File: src/shared/fbled_regs.svh
`ifndef FBLED_REGS_SVH
`define FBLED_REGS_SVH

// ==========================================================================
// Clock and time base
// ==========================================================================
`define FBLED_CLK_HZ        25000000
`define FBLED_UNIT_MS       50
`define FBLED_UNIT_CYC      ((`FBLED_CLK_HZ / 1000) * `FBLED_UNIT_MS)
`define FBLED_DIV_W         21
`define FBLED_PH_W          5
`define FBLED_TU_W          3

// ==========================================================================
// Pattern intervals, in ms and in time-base units
// ==========================================================================
`define FBLED_FLASH_MS      200
`define FBLED_FLASH_U       (`FBLED_FLASH_MS / `FBLED_UNIT_MS)
`define FBLED_LONG_OFF_MS   1000
`define FBLED_LONG_OFF_U    (`FBLED_LONG_OFF_MS / `FBLED_UNIT_MS)
`define FBLED_SLOW_MS       500
`define FBLED_SLOW_U        (`FBLED_SLOW_MS / `FBLED_UNIT_MS)
`define FBLED_TEST_MS       250
`define FBLED_TEST_U        (`FBLED_TEST_MS / `FBLED_UNIT_MS)

// ==========================================================================
// Slave state codes from the protocol stack
// ==========================================================================
`define FBLED_SLV_INIT      2'h0
`define FBLED_SLV_PREOP     2'h1
`define FBLED_SLV_SAFEOP    2'h2
`define FBLED_SLV_OP        2'h3

// ==========================================================================
// Error codes shown on err_code_o
// ==========================================================================
`define FBLED_ERR_NONE      2'h0
`define FBLED_ERR_CFG       2'h1
`define FBLED_ERR_LOCAL     2'h2
`define FBLED_ERR_WDOG      2'h3

`endif

File: src/shared/fbled_pkg.sv
`include "fbled_regs.svh"

package fbled_pkg;

    // Lamp waveform selection
    typedef enum logic [2:0] {
        PAT_OFF,
        PAT_ON,
        PAT_BLINK,
        PAT_SINGLE,
        PAT_DOUBLE,
        PAT_SLOW
    } fbled_pat_t;

    // Power-up self-test sequence
    typedef enum logic [2:0] {
        ST_IDLE,
        ST_MS_G,
        ST_MS_R,
        ST_NS_G,
        ST_NS_R,
        ST_HOLD
    } fbled_st_state_t;

    typedef struct packed {
        fbled_pat_t                pat;
        logic [`FBLED_DIV_W-1:0]   div;
        logic [`FBLED_PH_W-1:0]    phase;
        logic                      lamp;
    } fbled_pat_st_t;

    typedef struct packed {
        fbled_st_state_t           state;
        logic [`FBLED_DIV_W-1:0]   div;
        logic [`FBLED_TU_W-1:0]    units;
        logic                      active;
        logic                      ms_g;
        logic                      ms_r;
        logic                      ns_g;
        logic                      ns_r;
    } fbled_st_st_t;

    typedef struct packed {
        logic                      sync_forced;
        logic [1:0]                last_state;
        logic [1:0]                eff_state;
        logic [1:0]                err_code;
        logic                      ms_red_sel;
        logic                      ns_red_sel;
        logic                      ms_g;
        logic                      ms_r;
        logic                      ns_g;
        logic                      ns_r;
        logic                      test_active;
    } fbled_top_st_t;

endpackage

File: src/core/fbled_pattern.sv
`timescale 1ns/1ps
`include "fbled_regs.svh"

module fbled_pattern #(
    parameter int unsigned UNIT_CYC = `FBLED_UNIT_CYC
) (
    input  wire logic                  clk_i,
    input  wire logic                  srst_i,
    input  wire logic                  ce_i,
    input  wire fbled_pkg::fbled_pat_t pat_i,
    output logic                       lamp_o
);

    localparam logic [`FBLED_PH_W-1:0] F  = `FBLED_PH_W'(`FBLED_FLASH_U);
    localparam logic [`FBLED_PH_W-1:0] L  = `FBLED_PH_W'(`FBLED_LONG_OFF_U);
    localparam logic [`FBLED_PH_W-1:0] S  = `FBLED_PH_W'(`FBLED_SLOW_U);
    localparam logic [`FBLED_DIV_W-1:0] DIV_LAST =
        `FBLED_DIV_W'(UNIT_CYC - 1);

    fbled_pkg::fbled_pat_st_t s_ff;
    fbled_pkg::fbled_pat_st_t nxt_s;

    // ======================================================================
    // Waveform decode
    // ======================================================================
    function automatic logic [`FBLED_PH_W-1:0] last_phase(
        input fbled_pkg::fbled_pat_t p);
        case (p)
            fbled_pkg::PAT_BLINK:  last_phase = F + F - 1'b1;
            fbled_pkg::PAT_SINGLE: last_phase = F + L - 1'b1;
            fbled_pkg::PAT_DOUBLE:
                last_phase = F + F + F + L - 1'b1;
            fbled_pkg::PAT_SLOW:   last_phase = S + S - 1'b1;
            default:               last_phase = '0;
        endcase
    endfunction

    function automatic logic lamp_on(input fbled_pkg::fbled_pat_t p,
                                     input logic [`FBLED_PH_W-1:0] ph);
        case (p)
            fbled_pkg::PAT_ON:     lamp_on = 1'b1;
            fbled_pkg::PAT_BLINK,
            fbled_pkg::PAT_SINGLE: lamp_on = (ph < F);
            fbled_pkg::PAT_DOUBLE: lamp_on = (ph < F) ||
                                     (ph >= F + F && ph < F + F + F);
            fbled_pkg::PAT_SLOW:   lamp_on = (ph < S);
            default:               lamp_on = 1'b0;
        endcase
    endfunction

    // ======================================================================
    // Phase stepping, restarted on any change of selection
    // ======================================================================
    always_comb begin
        nxt_s = s_ff;
        if (pat_i != s_ff.pat) begin
            nxt_s.pat   = pat_i;
            nxt_s.div   = '0;
            nxt_s.phase = '0;
        end else if (s_ff.div == DIV_LAST) begin
            nxt_s.div   = '0;
            nxt_s.phase = (s_ff.phase == last_phase(s_ff.pat)) ? '0
                        : s_ff.phase + 1'b1;
        end else begin
            nxt_s.div   = s_ff.div + 1'b1;
        end
        nxt_s.lamp = lamp_on(nxt_s.pat, nxt_s.phase);
    end

    // Frozen while the enable is low
    always_ff @(posedge clk_i) begin
        if (srst_i) begin
            s_ff <= '{pat: fbled_pkg::PAT_OFF, default: '0};
        end else if (ce_i) begin
            s_ff <= nxt_s;
        end
    end

    assign lamp_o = s_ff.lamp;

endmodule

File: src/core/fbled_selftest.sv
`timescale 1ns/1ps
`include "fbled_regs.svh"

module fbled_selftest #(
    parameter int unsigned UNIT_CYC = `FBLED_UNIT_CYC
) (
    input  wire logic clk_i,
    input  wire logic srst_i,
    input  wire logic ce_i,
    input  wire logic busy_i,
    output logic      active_o,
    output logic      ms_g_o,
    output logic      ms_r_o,
    output logic      ns_g_o,
    output logic      ns_r_o
);

    localparam logic [`FBLED_TU_W-1:0] STEP_LAST =
        `FBLED_TU_W'(`FBLED_TEST_U - 1);
    localparam logic [`FBLED_DIV_W-1:0] DIV_LAST =
        `FBLED_DIV_W'(UNIT_CYC - 1);

    fbled_pkg::fbled_st_st_t s_ff;
    fbled_pkg::fbled_st_st_t nxt_s;
    logic                    step_done;

    // ======================================================================
    // Sequencer: module lamp first, network lamp only afterwards
    // ======================================================================
    always_comb begin
        nxt_s     = s_ff;
        step_done = (s_ff.div == DIV_LAST) && (s_ff.units == STEP_LAST);
        if (s_ff.div == DIV_LAST) begin
            nxt_s.div   = '0;
            nxt_s.units = step_done ? '0 : s_ff.units + 1'b1;
        end else begin
            nxt_s.div   = s_ff.div + 1'b1;
        end
        case (s_ff.state)
            fbled_pkg::ST_IDLE: begin
                nxt_s.div   = '0;
                nxt_s.units = '0;
                if (busy_i) begin
                    nxt_s.state = fbled_pkg::ST_MS_G;
                end
            end
            fbled_pkg::ST_MS_G: if (step_done) begin
                nxt_s.state = fbled_pkg::ST_MS_R;
            end
            fbled_pkg::ST_MS_R: if (step_done) begin
                nxt_s.state = fbled_pkg::ST_NS_G;
            end
            fbled_pkg::ST_NS_G: if (step_done) begin
                nxt_s.state = fbled_pkg::ST_NS_R;
            end
            fbled_pkg::ST_NS_R: if (step_done) begin
                nxt_s.state = fbled_pkg::ST_HOLD;
            end
            default: ;
        endcase
        // Test end releases both lamps at once
        if (!busy_i) begin
            nxt_s.state = fbled_pkg::ST_IDLE;
        end
        nxt_s.active = (nxt_s.state != fbled_pkg::ST_IDLE);
        nxt_s.ms_r   = (nxt_s.state == fbled_pkg::ST_MS_R);
        nxt_s.ms_g   = nxt_s.active && !nxt_s.ms_r;
        nxt_s.ns_g   = (nxt_s.state == fbled_pkg::ST_NS_G);
        nxt_s.ns_r   = (nxt_s.state == fbled_pkg::ST_NS_R);
    end

    always_ff @(posedge clk_i) begin
        if (srst_i) begin
            s_ff <= '{state: fbled_pkg::ST_IDLE, default: '0};
        end else if (ce_i) begin
            s_ff <= nxt_s;
        end
    end

    assign active_o = s_ff.active;
    assign ms_g_o   = s_ff.ms_g;
    assign ms_r_o   = s_ff.ms_r;
    assign ns_g_o   = s_ff.ns_g;
    assign ns_r_o   = s_ff.ns_r;

endmodule

File: src/core/fbled_top.sv
`timescale 1ns/1ps
`include "fbled_regs.svh"


module fbled_top #(
    parameter int unsigned UNIT_CYC = `FBLED_UNIT_CYC
) (
    input  wire logic       clk_i,
    input  wire logic       srst_i,
    input  wire logic       ce_i,
    input  wire logic       mode_cip_i,
    input  wire logic [1:0] slave_state_i,
    input  wire logic       err_invalid_cfg_i,
    input  wire logic       err_local_i,
    input  wire logic       err_sync_i,
    input  wire logic       err_app_wdog_i,
    input  wire logic       cip_configured_i,
    input  wire logic       cip_fault_rec_i,
    input  wire logic       cip_fault_unrec_i,
    input  wire logic       selftest_busy_i,
    output logic            module_status_lamp_green_o,
    output logic            module_status_lamp_red_o,
    output logic            network_status_lamp_green_o,
    output logic            network_status_lamp_red_o,
    output logic [1:0]      eff_state_o,
    output logic [1:0]      err_code_o,
    output logic            selftest_active_o
);

    // ======================================================================
    // Declarations
    // ======================================================================
    fbled_pkg::fbled_top_st_t s_ff;
    fbled_pkg::fbled_top_st_t nxt_s;

    fbled_pkg::fbled_pat_t    ms_pat;
    fbled_pkg::fbled_pat_t    ns_pat;
    logic                     ms_red_req;
    logic                     ns_red_req;
    logic                     ms_lamp;
    logic                     ns_lamp;
    logic                     st_active;
    logic                     st_ms_g;
    logic                     st_ms_r;
    logic                     st_ns_g;
    logic                     st_ns_r;
    logic                     local_err;
    logic                     sync_drop;
    logic                     forced;
    logic [1:0]               eff_state;
    logic [1:0]               err_code;
    logic                     cip_test;

    // ======================================================================
    // Decode helpers
    // ======================================================================

    // Green run-state waveform per slave state
    function automatic fbled_pkg::fbled_pat_t run_pattern(
        input logic [1:0] st);
        case (st)
            `FBLED_SLV_INIT:   run_pattern = fbled_pkg::PAT_OFF;
            `FBLED_SLV_PREOP:  run_pattern = fbled_pkg::PAT_BLINK;
            `FBLED_SLV_SAFEOP: run_pattern = fbled_pkg::PAT_SINGLE;
            `FBLED_SLV_OP:     run_pattern = fbled_pkg::PAT_ON;
            default:           run_pattern = fbled_pkg::PAT_OFF;
        endcase
    endfunction

    // Red error waveform per error code
    function automatic fbled_pkg::fbled_pat_t err_pattern(
        input logic [1:0] code);
        case (code)
            `FBLED_ERR_CFG:   err_pattern = fbled_pkg::PAT_BLINK;
            `FBLED_ERR_LOCAL: err_pattern = fbled_pkg::PAT_SINGLE;
            `FBLED_ERR_WDOG:  err_pattern = fbled_pkg::PAT_DOUBLE;
            default:          err_pattern = fbled_pkg::PAT_OFF;
        endcase
    endfunction

    // Severity ranking when errors overlap
    function automatic logic [1:0] worst_error(input logic wdog,
                                               input logic local_e,
                                               input logic cfg);
        if (wdog) begin
            worst_error = `FBLED_ERR_WDOG;
        end else if (local_e) begin
            worst_error = `FBLED_ERR_LOCAL;
        end else if (cfg) begin
            worst_error = `FBLED_ERR_CFG;
        end else begin
            worst_error = `FBLED_ERR_NONE;
        end
    endfunction

    // ======================================================================
    // Slave state handling
    // ======================================================================

    // A sync error only pulls an operational slave back; lower states
    // already sit at or below safe-operational, so nothing is forced there.
    // The forced state lasts until the stack reports a new state, which is
    // how a later master command shows up at this block.
    // A held drop is let go in the very cycle the state moves, so a stale
    // safe-op never flashes onto the newly reported state.
    assign sync_drop = !mode_cip_i && err_sync_i
                     && (slave_state_i == `FBLED_SLV_OP);
    assign forced    = sync_drop || (s_ff.sync_forced && !mode_cip_i
                     && (slave_state_i == s_ff.last_state));
    assign eff_state = forced ? `FBLED_SLV_SAFEOP : slave_state_i;

    // Forced drop is autonomous, so it ranks as a local error
    assign local_err = err_local_i || forced;

    assign err_code = worst_error(err_app_wdog_i, local_err,
                                  err_invalid_cfg_i);

    // ======================================================================
    // Pattern and colour selection
    // ======================================================================

    // Self-test only belongs to the CIP bus
    assign cip_test = mode_cip_i && st_active;

    // Module lamp: CIP faults ranked unrecoverable first
    always_comb begin
        ms_pat     = fbled_pkg::PAT_OFF;
        ms_red_req = 1'b0;
        if (mode_cip_i) begin
            if (cip_fault_unrec_i) begin
                ms_pat     = fbled_pkg::PAT_ON;
                ms_red_req = 1'b1;
            end else if (cip_fault_rec_i) begin
                ms_pat     = fbled_pkg::PAT_SLOW;
                ms_red_req = 1'b1;
            end else if (!cip_configured_i) begin
                ms_pat     = fbled_pkg::PAT_SLOW;
            end else begin
                ms_pat     = fbled_pkg::PAT_ON;
            end
        end else begin
            ms_pat = run_pattern(eff_state);
        end
    end

    // Network lamp: red error side on the slave bus, dark on CIP here
    always_comb begin
        ns_red_req = 1'b1;
        if (mode_cip_i) begin
            ns_pat = fbled_pkg::PAT_OFF;
        end else begin
            ns_pat = err_pattern(err_code);
        end
    end

    // ======================================================================
    // Waveform generators and self-test sequencer
    // ======================================================================

    // Each generator keeps its own divider so a restart is exact to the
    // cycle, at the cost of two counters instead of one shared tick.
    fbled_pattern #(
        .UNIT_CYC (UNIT_CYC)
    ) u_ms_pat (
        .clk_i  (clk_i),
        .srst_i (srst_i),
        .ce_i   (ce_i),
        .pat_i  (ms_pat),
        .lamp_o (ms_lamp)
    );

    fbled_pattern #(
        .UNIT_CYC (UNIT_CYC)
    ) u_ns_pat (
        .clk_i  (clk_i),
        .srst_i (srst_i),
        .ce_i   (ce_i),
        .pat_i  (ns_pat),
        .lamp_o (ns_lamp)
    );

    fbled_selftest #(
        .UNIT_CYC (UNIT_CYC)
    ) u_selftest (
        .clk_i    (clk_i),
        .srst_i   (srst_i),
        .ce_i     (ce_i),
        .busy_i   (selftest_busy_i && mode_cip_i),
        .active_o (st_active),
        .ms_g_o   (st_ms_g),
        .ms_r_o   (st_ms_r),
        .ns_g_o   (st_ns_g),
        .ns_r_o   (st_ns_r)
    );

    // ======================================================================
    // Next state
    // ======================================================================
    always_comb begin
        nxt_s            = s_ff;
        nxt_s.last_state = slave_state_i;

        // New reported state clears the forced drop; a sync error in the
        // same cycle still wins so the event is never lost.
        if (slave_state_i != s_ff.last_state) begin
            nxt_s.sync_forced = 1'b0;
        end
        if (!mode_cip_i && err_sync_i &&
            (slave_state_i == `FBLED_SLV_OP)) begin
            nxt_s.sync_forced = 1'b1;
        end
        if (mode_cip_i) begin
            nxt_s.sync_forced = 1'b0;
        end

        // Colour is delayed one cycle to line up with the generator flop
        nxt_s.ms_red_sel = ms_red_req;
        nxt_s.ns_red_sel = ns_red_req;

        // Lamp drive; self-test owns both lamps while it runs
        if (cip_test) begin
            nxt_s.ms_g = st_ms_g;
            nxt_s.ms_r = st_ms_r;
            nxt_s.ns_g = st_ns_g;
            nxt_s.ns_r = st_ns_r;
        end else begin
            nxt_s.ms_g = ms_lamp && !s_ff.ms_red_sel;
            nxt_s.ms_r = ms_lamp && s_ff.ms_red_sel;
            nxt_s.ns_g = ns_lamp && !s_ff.ns_red_sel;
            nxt_s.ns_r = ns_lamp && s_ff.ns_red_sel;
        end

        nxt_s.eff_state   = eff_state;
        nxt_s.err_code    = mode_cip_i ? `FBLED_ERR_NONE : err_code;
        nxt_s.test_active = cip_test;
    end

    // ======================================================================
    // State register
    // ======================================================================
    always_ff @(posedge clk_i) begin
        if (srst_i) begin
            s_ff <= '0;
        end else if (ce_i) begin
            s_ff <= nxt_s;
        end
    end

    // ======================================================================
    // Outputs, all straight from the state register
    // ======================================================================
    assign module_status_lamp_green_o  = s_ff.ms_g;
    assign module_status_lamp_red_o    = s_ff.ms_r;
    assign network_status_lamp_green_o = s_ff.ns_g;
    assign network_status_lamp_red_o   = s_ff.ns_r;
    assign eff_state_o                 = s_ff.eff_state;
    assign err_code_o                  = s_ff.err_code;
    assign selftest_active_o           = s_ff.test_active;

endmodule

File: config.mk
export PLATFORM = sky130hd
export DESIGN_NAME = fbled_top
export DESIGN_NICKNAME = d
export VERILOG_FILES = /design/src/shared/fbled_pkg.sv /design/src/core/fbled_pattern.sv /design/src/core/fbled_selftest.sv /design/src/core/fbled_top.sv
export VERILOG_INCLUDE_DIRS = /design/src /design/src/shared
export SDC_FILE = /design/constraint.sdc
export NUM_CORES = 1
export LEC_CHECK = 0
export BUFFER_PORTS_ARGS = -buffer_cell sky130_fd_sc_hd__buf_2
export CAP_MARGIN = 20
export CELL_PAD_IN_SITES_DETAIL_PLACEMENT = 0
export CELL_PAD_IN_SITES_GLOBAL_PLACEMENT = 2
export CORE_ASPECT_RATIO = 1.1
export CORE_MARGIN = 4
export CORE_UTILIZATION = 39
export CTS_BUF_LIST = sky130_fd_sc_hd__clkbuf_4 sky130_fd_sc_hd__clkbuf_8
export DETAILED_ROUTE_END_ITERATION = 6
export HOLD_SLACK_MARGIN = 0.05
export PLACE_DENSITY_LB_ADDON = 0.1
export SLEW_MARGIN = 20
export SYNTH_ARGS = -nofsm -noshare
export SYNTH_HDL_FRONTEND = slang
export SYNTH_SLANG_ARGS = --single-unit
File: constraint.sdc
create_clock -name clk_i -period 3.64 [get_ports clk_i]
set_clock_uncertainty 0.2 [all_clocks]
set_input_delay 0.182 -clock clk_i [delete_from_list [all_inputs] [get_ports clk_i]]
set_output_delay 0.182 -clock clk_i [all_outputs]
set_load 0.03 [all_outputs]
==> summary.md, run 1 <==
| Metric | Value |
|---|---|
| Min-delay src | err_invalid_cfg_i |
| Sequential area share after synthesis | 36.43% |
| Detailed-route via count | 5271 |
| Reg-to-reg startpoint | s_ff[11] |
| I/O pin count | 23 |
| Diodes inserted | 0 |
| Gr ovfl total | 0 |
| DP Area | 0.006040 mm^2 |
| Flop pwr share | 55.8% |
| Die Y | 136.2 um |
| Min-Delay Path Class | primary input to register |
| Clk sink count | 106 |
| Placed Instances | 920 |
| Post-route setup slack | approximately 0.32 ns |
| Synth Register Bits | 106 |
| Non-Filler Instances | ~940 |
| Remaining DRCs | 0 |
| DRT Pass-1 Iters | 6 |
| Initial antenna violation count | 0 |
| Internal power | ~1.5 mW |
| Rows | 46 |
| Die width | 124.5 um |
| Share of layout cells above drive strength 1 | around 8.4% |
| Slew headroom | 46.11% |
| Critical Path End Type | register |
| Critical path's top delay family | simple AND/OR/NAND/NOR gates |
| Critical path launch point type | primary input |
| Crit-path cells | dlygate4sd3_1 -> buf_2 -> xnor2_1 -> and4_1 -> nor3_1 -> a21oi_1 -> ha_1 -> a32oi_1 -> o21ai_0 -> nand3_1 -> or4b_2 -> a21oi_1 |
| CP Class | primary input to register |
| Die Area | 0.01696 mm^2 |
| Peak supply drop | 0.1470 mV |
| Synth top area cells | dfxtp_1 36%, nor2_1 6.6%, a21oi_1 4.4% |
| Most frequent CP cell | a21oi_1 |
| Synthesized net count | 768 |
| Final TNS setup | 0 ns |
| Worst skew pair latency | 0.38 ns |
| Share of flip-flops with an asynchronous set or reset | 0% |
| Core area | 0.01456 mm^2 |
| Number of library cell types mapped by synthesis | ~70 |
| Cell at the slowest stage of the critical path | or4b_2 |
| Tcrit/Tclk final | 91.20% |
| Max frequency | 301.2 MHz |
| Cell area after synthesis | between 0.005 and 0.006 mm^2 |
| Final Hold Viols | 0 |
| Share of total power in the clock network | 33.3% |
| Max clock buf depth | 2 |
| Clock root buffer | clkbuf_8 |
| Pleak | 2.104 nW |
| Worst slack at placement | 0.2507 ns |
| Vias in the first global route | 5087 |
| Crit path time final | about 3.3 ns |
| Final instance area | approximately 0.0063 mm^2 |
| Hold Crit Depth | 5 |
| Gr usage total | between 10% and 20% |
| Post-DP HPWL | 9.925 mm |
| Routed len/inst | roughly 15 um |
| Antenna Violating Nets Remaining | 0 |
| Final hold slack | 0.09661 ns |
| Postcts setup bufs | 0 |
| Max-cap violations | 0 |
| Pins Over Slew Limit | 0 |
| H-tree lvl count | 3 |
| Sw Pwr | about 620 uW |
| First-pass GRT wire length | 24.68 mm |
| Critical path arrival | 3.44 ns |
| RSZ-0062 raised after global routing | false |
| Iteration-0 DRC Markers | 305 |
| Reg2reg path depth | 10 |
| CP required | 3.76 ns |
| Primary FF master, synth | dfxtp_1 |
| Pwr Density | 339.9 mW/mm^2 |
| Status | finished, final reports clean |
| Syn Area/Cell | a little under 8 um^2 |
| # port buffers | 22 |
| Initial core utilization | between 40% and 50% |
| Mapped Cells | 746 |
| Yosys warnings | 0 |
| Worst slew pin tran | 0.8083 ns |
| RR Endpoint | u_ns_pat.s_ff[13] |
| Setup-failing EPs final | 0 |
| WP buf/inv | 2 |
| CP max stage delay | 0.64 ns |
| CTS tree | yes |
| Critical path peak fanout | 9 |
| Cell taking the most area after synthesis | dfxtp_1 |
| Cts bufs inserted | 9 |
| Routed WL | 14.42 mm |
| Final nets | 769 |
| Area share of the largest cell type after synthesis | 36.43% |
| Vias per inst | ~5.6 |
| Comb pwr share | 10.9% |
| Gpl congestion | 0.8105 |
| Hold Path Sink | err_code_o[0] |
| Largest net degree at the start of global routing | 63 |
| Clk pin slew, worst setup/hold paths | 0.11 ns |
| Post-synth EDFFs | 0 |
| Switch share | 28.96% |
| Area Overhead vs Synth | 8.205% |
| R2R setup slack | 0.50 ns |
## state kept, by name, indices dropped and copies added, names as in the netlist, 2 cells and up
| signal | cells |
|---|---|
| u_selftest.s_ff | 27 |
| s_ff | 5 |
| eff_state_o | 2 |
| err_code_o | 2 |
| u_ns_pat.s_ff | 29 |
| u_ms_pat.s_ff | 29 |
## layer usage
metal | global-route usage [%] | wire length (um) | part of all wire [%]
met5 | 0 | 0 | 0
met4 | 6.638 | 212 | 1.5
met3 | 2.161 | 259 | 1.8
met2 | 30.26 | 7209 | 50
met1 | 22.16 | 6740 | 47
## cell usage in the layout, fill, tap and decap left out, types with 7 or more instances in the layout
cell type | Yosys | routed
mux2i_1 | 7 | 7
ha_1 | 8 | 8
o21ai_0 | 37 | 37
nand2_1 | 60 | 60
nor2b_1 | 8 | 8
a311oi_1 | 8 | 8
nand3b_1 | 18 | 18
inv_1 | 14 | 14
dfxtp_1 | 106 | 106
nor3_1 | 28 | 28
clkbuf_8 | 0 | 9
nand4_1 | 21 | 21
buf_4 | 4 | 13
buf_2 | 4 | 22
xor2_1 | 23 | 23
nor2_1 | 102 | 102
a31oi_1 | 11 | 11
a21oi_1 | 51 | 51
and4_1 | 7 | 7
nand3_1 | 35 | 35
and3_1 | 20 | 20
xnor2_1 | 23 | 23
dlygate4sd3_1 | 0 | 8
## synth_stat cells, drive strengths merged (5+ instances only)
master,instances
ha,8
o31ai,5
nor4b,5
nor2,102
a21oi,51
buf,13
xor2,23
nand2b,7
clkbuf,40
a311oi,8
nand2,60
or4,6
a31oi,11
nand3,35
and4,7
inv,14
mux2i,7
nor3,30
dfxtp,106
xnor2,23
nor2b,8
a211oi,6
and2,6
or3,5
o21ai,39
nand3b,18
and3,20
nand4,21
## worst max path at each step
| stage | from | end | slack, ns | cells after the start |
|---|---|---|---|---|
| CTS | slave_state_i[0] | u_ns_pat.s_ff[13] | 0.13 | 14 |
| detailed placement | slave_state_i[0] | u_ns_pat.s_ff[15] | 0.25 | 14 |
| floorplan | slave_state_i[1] | u_ns_pat.s_ff[15] | 0.39 | 17 |
| finish | slave_state_i[0] | u_ns_pat.s_ff[13] | 0.32 | 12 |
| global route | slave_state_i[0] | u_ns_pat.s_ff[13] | 0.11 | 14 |
| global placement | slave_state_i[0] | u_ns_pat.s_ff[13] | 0.41 | 14 |
## timing repair
action	4_1_cts	5_1_grt
resized for setup	0	1
endpoints found under the setup margin	0	19
endpoints found under the hold margin	10	0
hold buffers	8	0
## power groups by stage
stage	combinational [mW]	sequential (mW)	clock, mW
floorplan	0.170	1.22	0
global placement	0.225	1.22	0
detailed placement	0.227	1.22	0
CTS	0.235	1.20	0.751
global route	0.262	1.20	0.792
finish	0.233	1.20	0.713
## cell type report
cell class              count  area [um^2]
repair buffers             43        287.8
inverters                  16        60.06
clock inverters             7        57.56
fillers                  1531         8258
multi-input cells         571         3412
flip-flops and latches    106         2122
clock buffers               9        123.9
well taps                 192        240.2
## worst min-delay path, cell delays in order
cell	delay, ns
buf_2	0.11
a21oi_1	0.09
nor3_1	0.14
a21oi_1	0.06
nor2_1	0.08
## cell families (layout without fill, tap and decap cells)
group                      count (synthesis)  count (layout)  synth area share (%)
muxes                                      8               8                 1.396
adders and majority gates                  8               8                 1.718
DFF                                      106             106                 36.43
AOI/OAI and AO/OA                        154             154                 16.50
xor gates and xnor gates                  46              46                 6.916
and+or+nand+nor                          355             355                 32.00
buffers and inverters                     69              75                 5.047
## metrics by stage
| step | total power [mW] | utilization (%) |
|---|---|---|
| 6_report | 2.143 | 43.29 |
| 5_1_grt | 2.254 | 43.29 |
| 4_1_cts | 2.182 | 43.27 |
| 3_5_place_dp | 1.450 | 41.48 |
| 3_3_place_gp | 1.447 | 41.48 |
| 2_1_floorplan | 1.389 | - |
No activity file was read; power rests on OpenSTA's default activity.
==> inputs of run 2 (changes only) <==
Settings changed: MAX_ROUTING_LAYER set to met4.
==> run 2 against run 1 <==
  * Final cell count unchanged
  * Power about the same
  * Combinational power about the same
  * Maximum frequency about the same
  * Via count about the same
  * Worst setup slack better by 0.0012 ns
  * Critical path depth unchanged
  * Core utilization unchanged
  * Clock power about the same
  * Sequential cell count unchanged
  * Global-route usage up 0.52 points
==> summary.md, run 2 (same netlist as run 1, synthesis figures left out) <==
| Metric | Value |
|---|---|
| Status | finished, final reports clean |
| Largest net degree at the start of global routing | 63 (unchanged) |
| Vias in the first global route | 5077 (-0.20%) |
| Min-Delay Path Class | primary input to register |
| Peak supply drop | 0.1467 mV (-0.20%) |
| Iteration-0 DRC Markers | 304 (-0.33%) |
| Post-route setup slack | 0.3214 ns (+0.001227 ns) |
| Gr usage total | 17.92% (+0.52 points) |
| Clk sink count | 106 (unchanged) |
| Post-DP HPWL | 9.925 mm (unchanged) |
| Fillers | 1531 (unchanged) |
| Final Hold Viols | 0 (unchanged) |
| Most frequent CP cell | a21oi_1 |
| Die Y | 136.2 um (unchanged) |
| First-pass GRT wire length | 24.70 mm (about the same) |
| WP buf/inv | 2 (unchanged) |
| Final TNS setup | 0 ns (unchanged) |
| Postcts setup bufs | 0 (unchanged) |
| Die width | 124.5 um (unchanged) |
| Cts bufs inserted | 9 (unchanged) |
| Max frequency | 301.3 MHz (about the same) |
| Gpl congestion | 0.8225 (+1.5%) |
| Pins Over Slew Limit | 0 (unchanged) |
| Critical path's top delay family | simple AND/OR/NAND/NOR gates |
| Initial core utilization | 40.01% (unchanged) |
| Reg2reg path depth | 10 (unchanged) |
| Vias per inst | 5.578 (about the same) |
| Antenna Violating Nets Remaining | 0 (unchanged) |
| Setup-failing EPs final | 0 (unchanged) |
| Routed len/inst | 15.23 um (-0.31%) |
| Area Overhead vs Synth | 8.205% (unchanged) |
| Critical Path End Type | register |
| Crit-path cells | dlygate4sd3_1 -> buf_2 -> xnor2_1 -> and4_1 -> nor3_1 -> a21oi_1 -> ha_1 -> a32oi_1 -> o21ai_0 -> nand3_1 -> or4b_2 -> a21oi_1 |
| Pwr Density | 340.0 mW/mm^2 (about the same) |
| Cell at the slowest stage of the critical path | or4b_2 |
| CP required | 3.76 ns (about the same) |
| Final nets | 769 (unchanged) |
| Critical path launch point type | primary input |
| Slew headroom | 46.16% (+0.050 points) |
| Top flop regs | u_ms_pat.s_ff (29), u_ns_pat.s_ff (29), u_selftest.s_ff (27) |
| Max-cap violations | 0 (unchanged) |
| # port buffers | 22 (unchanged) |
| Critical path startpoint | slave_state_i[0] |
| Remaining DRCs | 0 (unchanged) |
| Critical path peak fanout | 9 (unchanged) |
| Min-delay src | err_invalid_cfg_i |
| Clock root buffer | clkbuf_8 |
| I/O pin count | 23 (unchanged) |
| Gr ovfl total | 0 (unchanged) |
| CTS tree | yes |
| Tcrit/Tclk final | 91.17% (about the same) |
| RR Endpoint | u_ns_pat.s_ff[13] |
| Critical path arrival | 3.43 ns (about the same) |
| Routed WL | 14.38 mm (-0.31%) |
| Reg-to-reg startpoint | s_ff[11] |
| DRT Pass-1 Iters | 5 (-1) |
| Max clock buf depth | 2 (unchanged) |
| CP max stage delay | 0.64 ns (about the same) |
| Most frequent cells in the layout | 106 x dfxtp_1, 102 x nor2_1, 60 x nand2_1 |
| Worst slack at placement | 0.2507 ns (unchanged) |
| Hold Path Sink | err_code_o[0] |
| R2R setup slack | 0.50 ns (about the same) |
| Die Area | 0.01696 mm^2 (unchanged) |
| Rows | 46 (unchanged) |
| Diodes inserted | 0 (unchanged) |
| Initial antenna violation count | 0 (unchanged) |
| Leading cell type in the layout, fill and taps excluded | dfxtp_1 |
| Core area | 0.01456 mm^2 (unchanged) |
| Crit path time final | 3.319 ns (-0.001227 ns) |
| RSZ-0062 raised after global routing | false |
| CP Class | primary input to register |
| Pleak | 2.104 nW (unchanged) |
| Detailed-route via count | 5266 (-0.095%) |
| Worst skew pair latency | 0.39 ns (about the same) |
| Clk pin slew, worst setup/hold paths | 0.11 ns (about the same) |
| H-tree lvl count | 3 (unchanged) |
| Share of layout cells above drive strength 1 | 8.378% (unchanged) |
| Worst slew pin tran | 0.8075 ns (-0.0007451 ns) |
| Hold Crit Depth | 5 (unchanged) |
run 2: cell counts in the layout (fill, tap and decap cells not counted):
Identical to the previous run, type by type.
run 2: worst reg2reg max path, cell delays in order (launching register included):
cell and delay (ns):
dfxtp_1 0.33, xnor2_1 0.31, and4_1 0.26, nor3_1 0.07, a21oi_1 0.21, ha_1 0.38
a32oi_1 0.15, o21ai_0 0.23, nand3_1 0.14, or4b_2 0.64, a21oi_1 0.15
run 2: worst max-delay path by stage:
stage	slack [ns]	to	depth (start not counted)
6_report	0.32	u_ns_pat.s_ff[13]	12
5_1_grt	0.11	u_ns_pat.s_ff[13]	14
4_1_cts	0.13	u_ns_pat.s_ff[13]	14
3_5_place_dp	0.25	u_ns_pat.s_ff[15]	14
3_3_place_gp	0.41	u_ns_pat.s_ff[13]	14
2_1_floorplan	0.39	u_ns_pat.s_ff[15]	17
run 2: what timing repair did:
item                       in CTS  in global routing
resized for setup               0                  1
hold buffers                    8                  0
hold endpoints to repair       10                  0
setup endpoints to repair       0                 19
run 2: metrics by stage:
stage	utilization, %	power [mW]	instance area, um^2	hold slack [ns]	instances
after global placement	41.48	1.447	6040	0.2465	920
after global routing	43.29	2.254	6304	0.1222	944
final	43.29	2.143	6304	0.09846	944
after CTS	43.27	2.182	6301	0.07266	944
after detailed placement	41.48	1.450	6040	0.2595	920
after floorplan	-	1.389	5826	0.1890	746
run 2: cell type report:
class | instances | area, um^2 | area share, %
sequential | 106 | 2122 | 33.66
multi-input combinational | 571 | 3412 | 54.13
clock inverter | 7 | 57.56 | 0.9131
inverter | 16 | 60.06 | 0.9528
clock buffer | 9 | 123.9 | 1.965
timing repair buffer | 43 | 287.8 | 4.565
tap | 192 | 240.2 | 3.811
run 2: per-layer routing:
layer | vias to the layer above | routed length (um) | track usage (%)
li1 | 2681 | - | -
met1 | 2510 | 6700 | 22.18
met2 | 61 | 7194 | 30.26
met3 | 14 | 273 | 2.161
met4 | 0 | 209 | 6.638
met5 | - | 0 | -
run 2: report_power, final:
| group | switching [mW] | internal, mW | leakage, nW |
|---|---|---|---|
| logic | 0.148 | 0.0853 | 1.16 |
| clock network | 0.454 | 0.260 | 0.0886 |
| registers | 0.0192 | 1.18 | 0.858 |
| total | 0.621 | 1.52 | 2.10 |
==> inputs of run 3 (changes only) <==
Settings changed: ABC_AREA set to 1, CELL_PAD_IN_SITES_DETAIL_PLACEMENT 0 to not set, CELL_PAD_IN_SITES_GLOBAL_PLACEMENT 2 to not set, CORE_UTILIZATION 39 to 64, MAX_ROUTING_LAYER met4 to not set, PLACE_DENSITY set to 0.82, PLACE_DENSITY_LB_ADDON 0.1 to not set.
==> run 3 against run 2 <==
  * Worst setup slack improved by 0.063 ns
  * Non-clock buffer count down 5
  * Maximum frequency rose by 1.9%
  * Via count grew 9.9%
  * First-iteration DRC count down 6.6%
  * Critical path depth rose by 8
  * Sequential share of layout area shrank 0.56 points
  * Largest cell class unchanged
  * Largest power group unchanged
==> summary.md, run 3 <==
| Metric | Value |
|---|---|
| Status | finished, final reports clean |
| H-tree lvl count | 3 (unchanged) |
| Critical path's top delay family | buffers and inverters |
| Worst slew pin tran | 0.7151 ns (-0.09248 ns) |
| Post-synth top cells | 186 x nand2_1, 121 x inv_1, 106 x dfxtp_1, 102 x nor2_1, 77 x nand3_1 |
| Final Hold Viols | 0 (unchanged) |
| Die width | 99.85 um (-20%) |
| I/O pin count | 23 (unchanged) |
| Core area | 0.008964 mm^2 (-38%) |
| Vias in the first global route | 5458 (+7.5%) |
| Reg-to-reg startpoint | s_ff[12] |
| Antenna Violating Nets Remaining | 0 (unchanged) |
| Crit-path cells | dlygate4sd3_1 -> buf_2 -> inv_2 -> nand2_1 -> nand2_2 -> nand3_4 -> nand2_1 -> nor2_1 -> inv_1 -> o21ai_0 -> inv_1 -> ha_1 -> nor2_2 -> xor2_1 -> nor3_2 -> inv_1 -> nor2_2 -> o21ai_2 -> buf_4 -> a221oi_1 |
| Clk pin slew, worst setup/hold paths | 0.09 ns (-0.02 ns) |
| Reg2reg path depth | 18 (+8) |
| Critical path peak fanout | 10 (+1) |
| Cts bufs inserted | 9 (unchanged) |
| Routed WL | 13.15 mm (-8.6%) |
| Clk sink count | 106 (unchanged) |
| Detailed-route via count | 5788 (+9.9%) |
| Post-DP HPWL | 9.329 mm (-6.0%) |
| Initial core utilization | 66.26% (+26 points) |
| Critical path arrival | 3.33 ns (-0.10 ns) |
| DRT Pass-1 Iters | 5 (unchanged) |
| Remaining DRCs | 0 (unchanged) |
| Number of cells on the critical path | 20 (+8) |
| Area Overhead vs Synth | 7.921% |
| Synthesized net count | 914 (+19%) |
| Hold Crit Depth | 5 (unchanged) |
| Synth Register Bits | 106 (unchanged) |
| Diodes inserted | 0 (unchanged) |
| Syn Area/Cell | 6.659 um^2 (-15%) |
| Critical path startpoint | slave_state_i[0] |
| Non-Filler Instances | 1032 (+9.3%) |
| Cell at the slowest stage of the critical path | dlygate4sd3_1 |
| Crit path time final | 3.256 ns (-0.06298 ns) |
| Top flop regs | u_ms_pat.s_ff (29), u_ns_pat.s_ff (29), u_selftest.s_ff (27) |
| CP max stage delay | 0.53 ns (-0.11 ns) |
| Initial antenna violation count | 0 (unchanged) |
| Tcrit/Tclk final | 89.44% (-1.7 points) |
| Pleak | 2.568 nW (+22%) |
| Synth top area cells | dfxtp_1 36%, nand2_1 12%, inv_1 7.6% |
| Sequential area share after synthesis | 35.73% (-0.70 points) |
| Peak supply drop | 0.1829 mV (+25%) |
| Postcts setup bufs | 0 (unchanged) |
| CTS tree | yes |
| Rows | 36 (-22%) |
| Slew headroom | 52.17% (+6.0 points) |
| Number of library cell types mapped by synthesis | 48 (-30%) |
| Cell area after synthesis | 0.005939 mm^2 (+2.0%) |
| Share of flip-flops with an asynchronous set or reset | 0% (unchanged) |
| Setup-failing EPs final | 0 (unchanged) |
| Max clock buf depth | 2 (unchanged) |
| Critical Path End Type | register |
| # port buffers | 22 (unchanged) |
| Pwr Density | 338.0 mW/mm^2 (-0.59%) |
| Die Area | 0.01089 mm^2 (-36%) |
| Most frequent cell after synthesis | nand2_1 |
| Routed len/inst | 12.74 um (-16%) |
| Cell taking the most area after synthesis | dfxtp_1 |
| Final nets | 936 (+22%) |
| Iteration-0 DRC Markers | 284 (-6.6%) |
| R2R setup slack | 0.55 ns (+0.05 ns) |
| Mapped Cells | 892 (+20%) |
| Pins Over Slew Limit | 0 (unchanged) |
| Gpl congestion | 0.9052 (+10%) |
| Overall Power | 2.167 mW (+1.1%) |
| Vias per inst | 5.609 (+0.54%) |
| Die Y | 109.0 um (-20%) |
| Max frequency | 307.2 MHz (+1.9%) |
| Final Util | 71.51% (+28 points) |
| WP buf/inv | 7 (+5) |
| Final TNS setup | 0 ns (unchanged) |
| Worst skew pair latency | 0.37 ns (-0.02 ns) |
| Gr ovfl total | 0 (unchanged) |
| Leading cell type in the layout, fill and taps excluded | nand2_1 |
| Placed Instances | 1007 (+9.5%) |
| RSZ-0062 raised after global routing | false |
| Share of layout cells above drive strength 1 | 8.497% (+0.12 points) |
| Most frequent CP cell | inv_1 |
| Primary FF master, synth | dfxtp_1 |
| Area share of the largest cell type after synthesis | 35.73% (-0.70 points) |
| Post-synth EDFFs | 0 (unchanged) |
| Largest net degree at the start of global routing | 70 (+11%) |
| Min-Delay Path Class | primary input to register |
| Clock root buffer | clkbuf_8 |
| Most frequent cells in the layout | 186 x nand2_1, 121 x inv_1, 106 x dfxtp_1 |
| Max-cap violations | 0 (unchanged) |
| CP required | 3.72 ns (-0.04 ns) |
| Yosys warnings | 0 (unchanged) |
| Min-delay src | err_local_i |
| Critical path launch point type | primary input |
| Gr usage total | 25.28% (+7.4 points) |
| CP Class | primary input to register |
| First-pass GRT wire length | 22.99 mm (-6.9%) |
-- run 3: cell count changes in the layout (fill, tap and decap cells not counted), sizes merged, moves of 10 or more --
cell / delta
xnor2: -19
inv: +106
o21ai: +10
nand2: +129
nand3b: -16
and3: -20
a21oi: +18
nand3: +50
-- run 3: power by group --
part	total [mW]	switching (mW)	internal (mW)
registers	1.21	0.0239	1.19
clock network	0.705	0.386	0.318
logic	0.251	0.168	0.0830
total	2.17	0.579	1.59
-- run 3: worst register-to-register path: stages (launching register included) --
cell,delay [ns]
dfxtp_1,0.33
inv_1,0.06
nor2_1,0.11
nor2_2,0.06
nand3_4,0.10
nand2_1,0.07
nor2_1,0.12
inv_1,0.05
o21ai_0,0.18
inv_1,0.07
ha_1,0.33
nor2_2,0.17
xor2_1,0.10
nor3_2,0.22
inv_1,0.09
nor2_2,0.16
o21ai_2,0.15
buf_4,0.21
a221oi_1,0.20
-- run 3: cell families (layout without fill, tap and decap cells) --
family	Yosys count	in the layout	share of synthesized area, %
compound gates	154	154	14.77
xor+xnor	24	24	3.539
fa+ha+maj	8	8	1.685
buf+inv	152	178	10.13
flops	106	106	35.73
simple gates	448	448	34.15
-- run 3: final timing paths --
kind,to
hold / removal,err_code_o[1]
setup / recovery,u_ns_pat.s_ff[13]
hold reg to reg,u_selftest.s_ff[29]
setup reg to reg,u_ns_pat.s_ff[13]
-- run 3: final cells by class --
class                      count  area, um^2
inverter                     125       471.7
clock buffer                  13       178.9
tap                          114       142.6
multi-input combinational    634        3229
timing repair buffer          38       255.2
sequential                   106        2122
fill                         797        2554
clock inverter                 2       10.01
-- run 3: metal layers --
metal	track usage (%)	share of wire [%]	wire length [um]
met1	29.88	44	5748
met2	45.90	50	6623
met3	3.263	3.9	507
met4	10.54	2.0	267
met5	0	0	0
-- run 3: what timing repair did --
item,4_1_cts,5_1_grt
hold buffers,10,0
hold endpoints to repair,14,0
endpoints found under the setup margin,0,15
resized for setup,0,4
-- run 3: metrics by stage --
stage | setup slack, ns | hold WS, ns | area [um^2]
2_1_floorplan | 0.8257 | 0.07354 | 5939
3_3_place_gp | 0.4463 | 0.2559 | 6107
3_5_place_dp | 0.3109 | 0.2636 | 6107
4_1_cts | 0.1498 | 0.05741 | 6396
5_1_grt | 0.04862 | 0.06262 | 6410
6_report | 0.3844 | 0.06223 | 6410
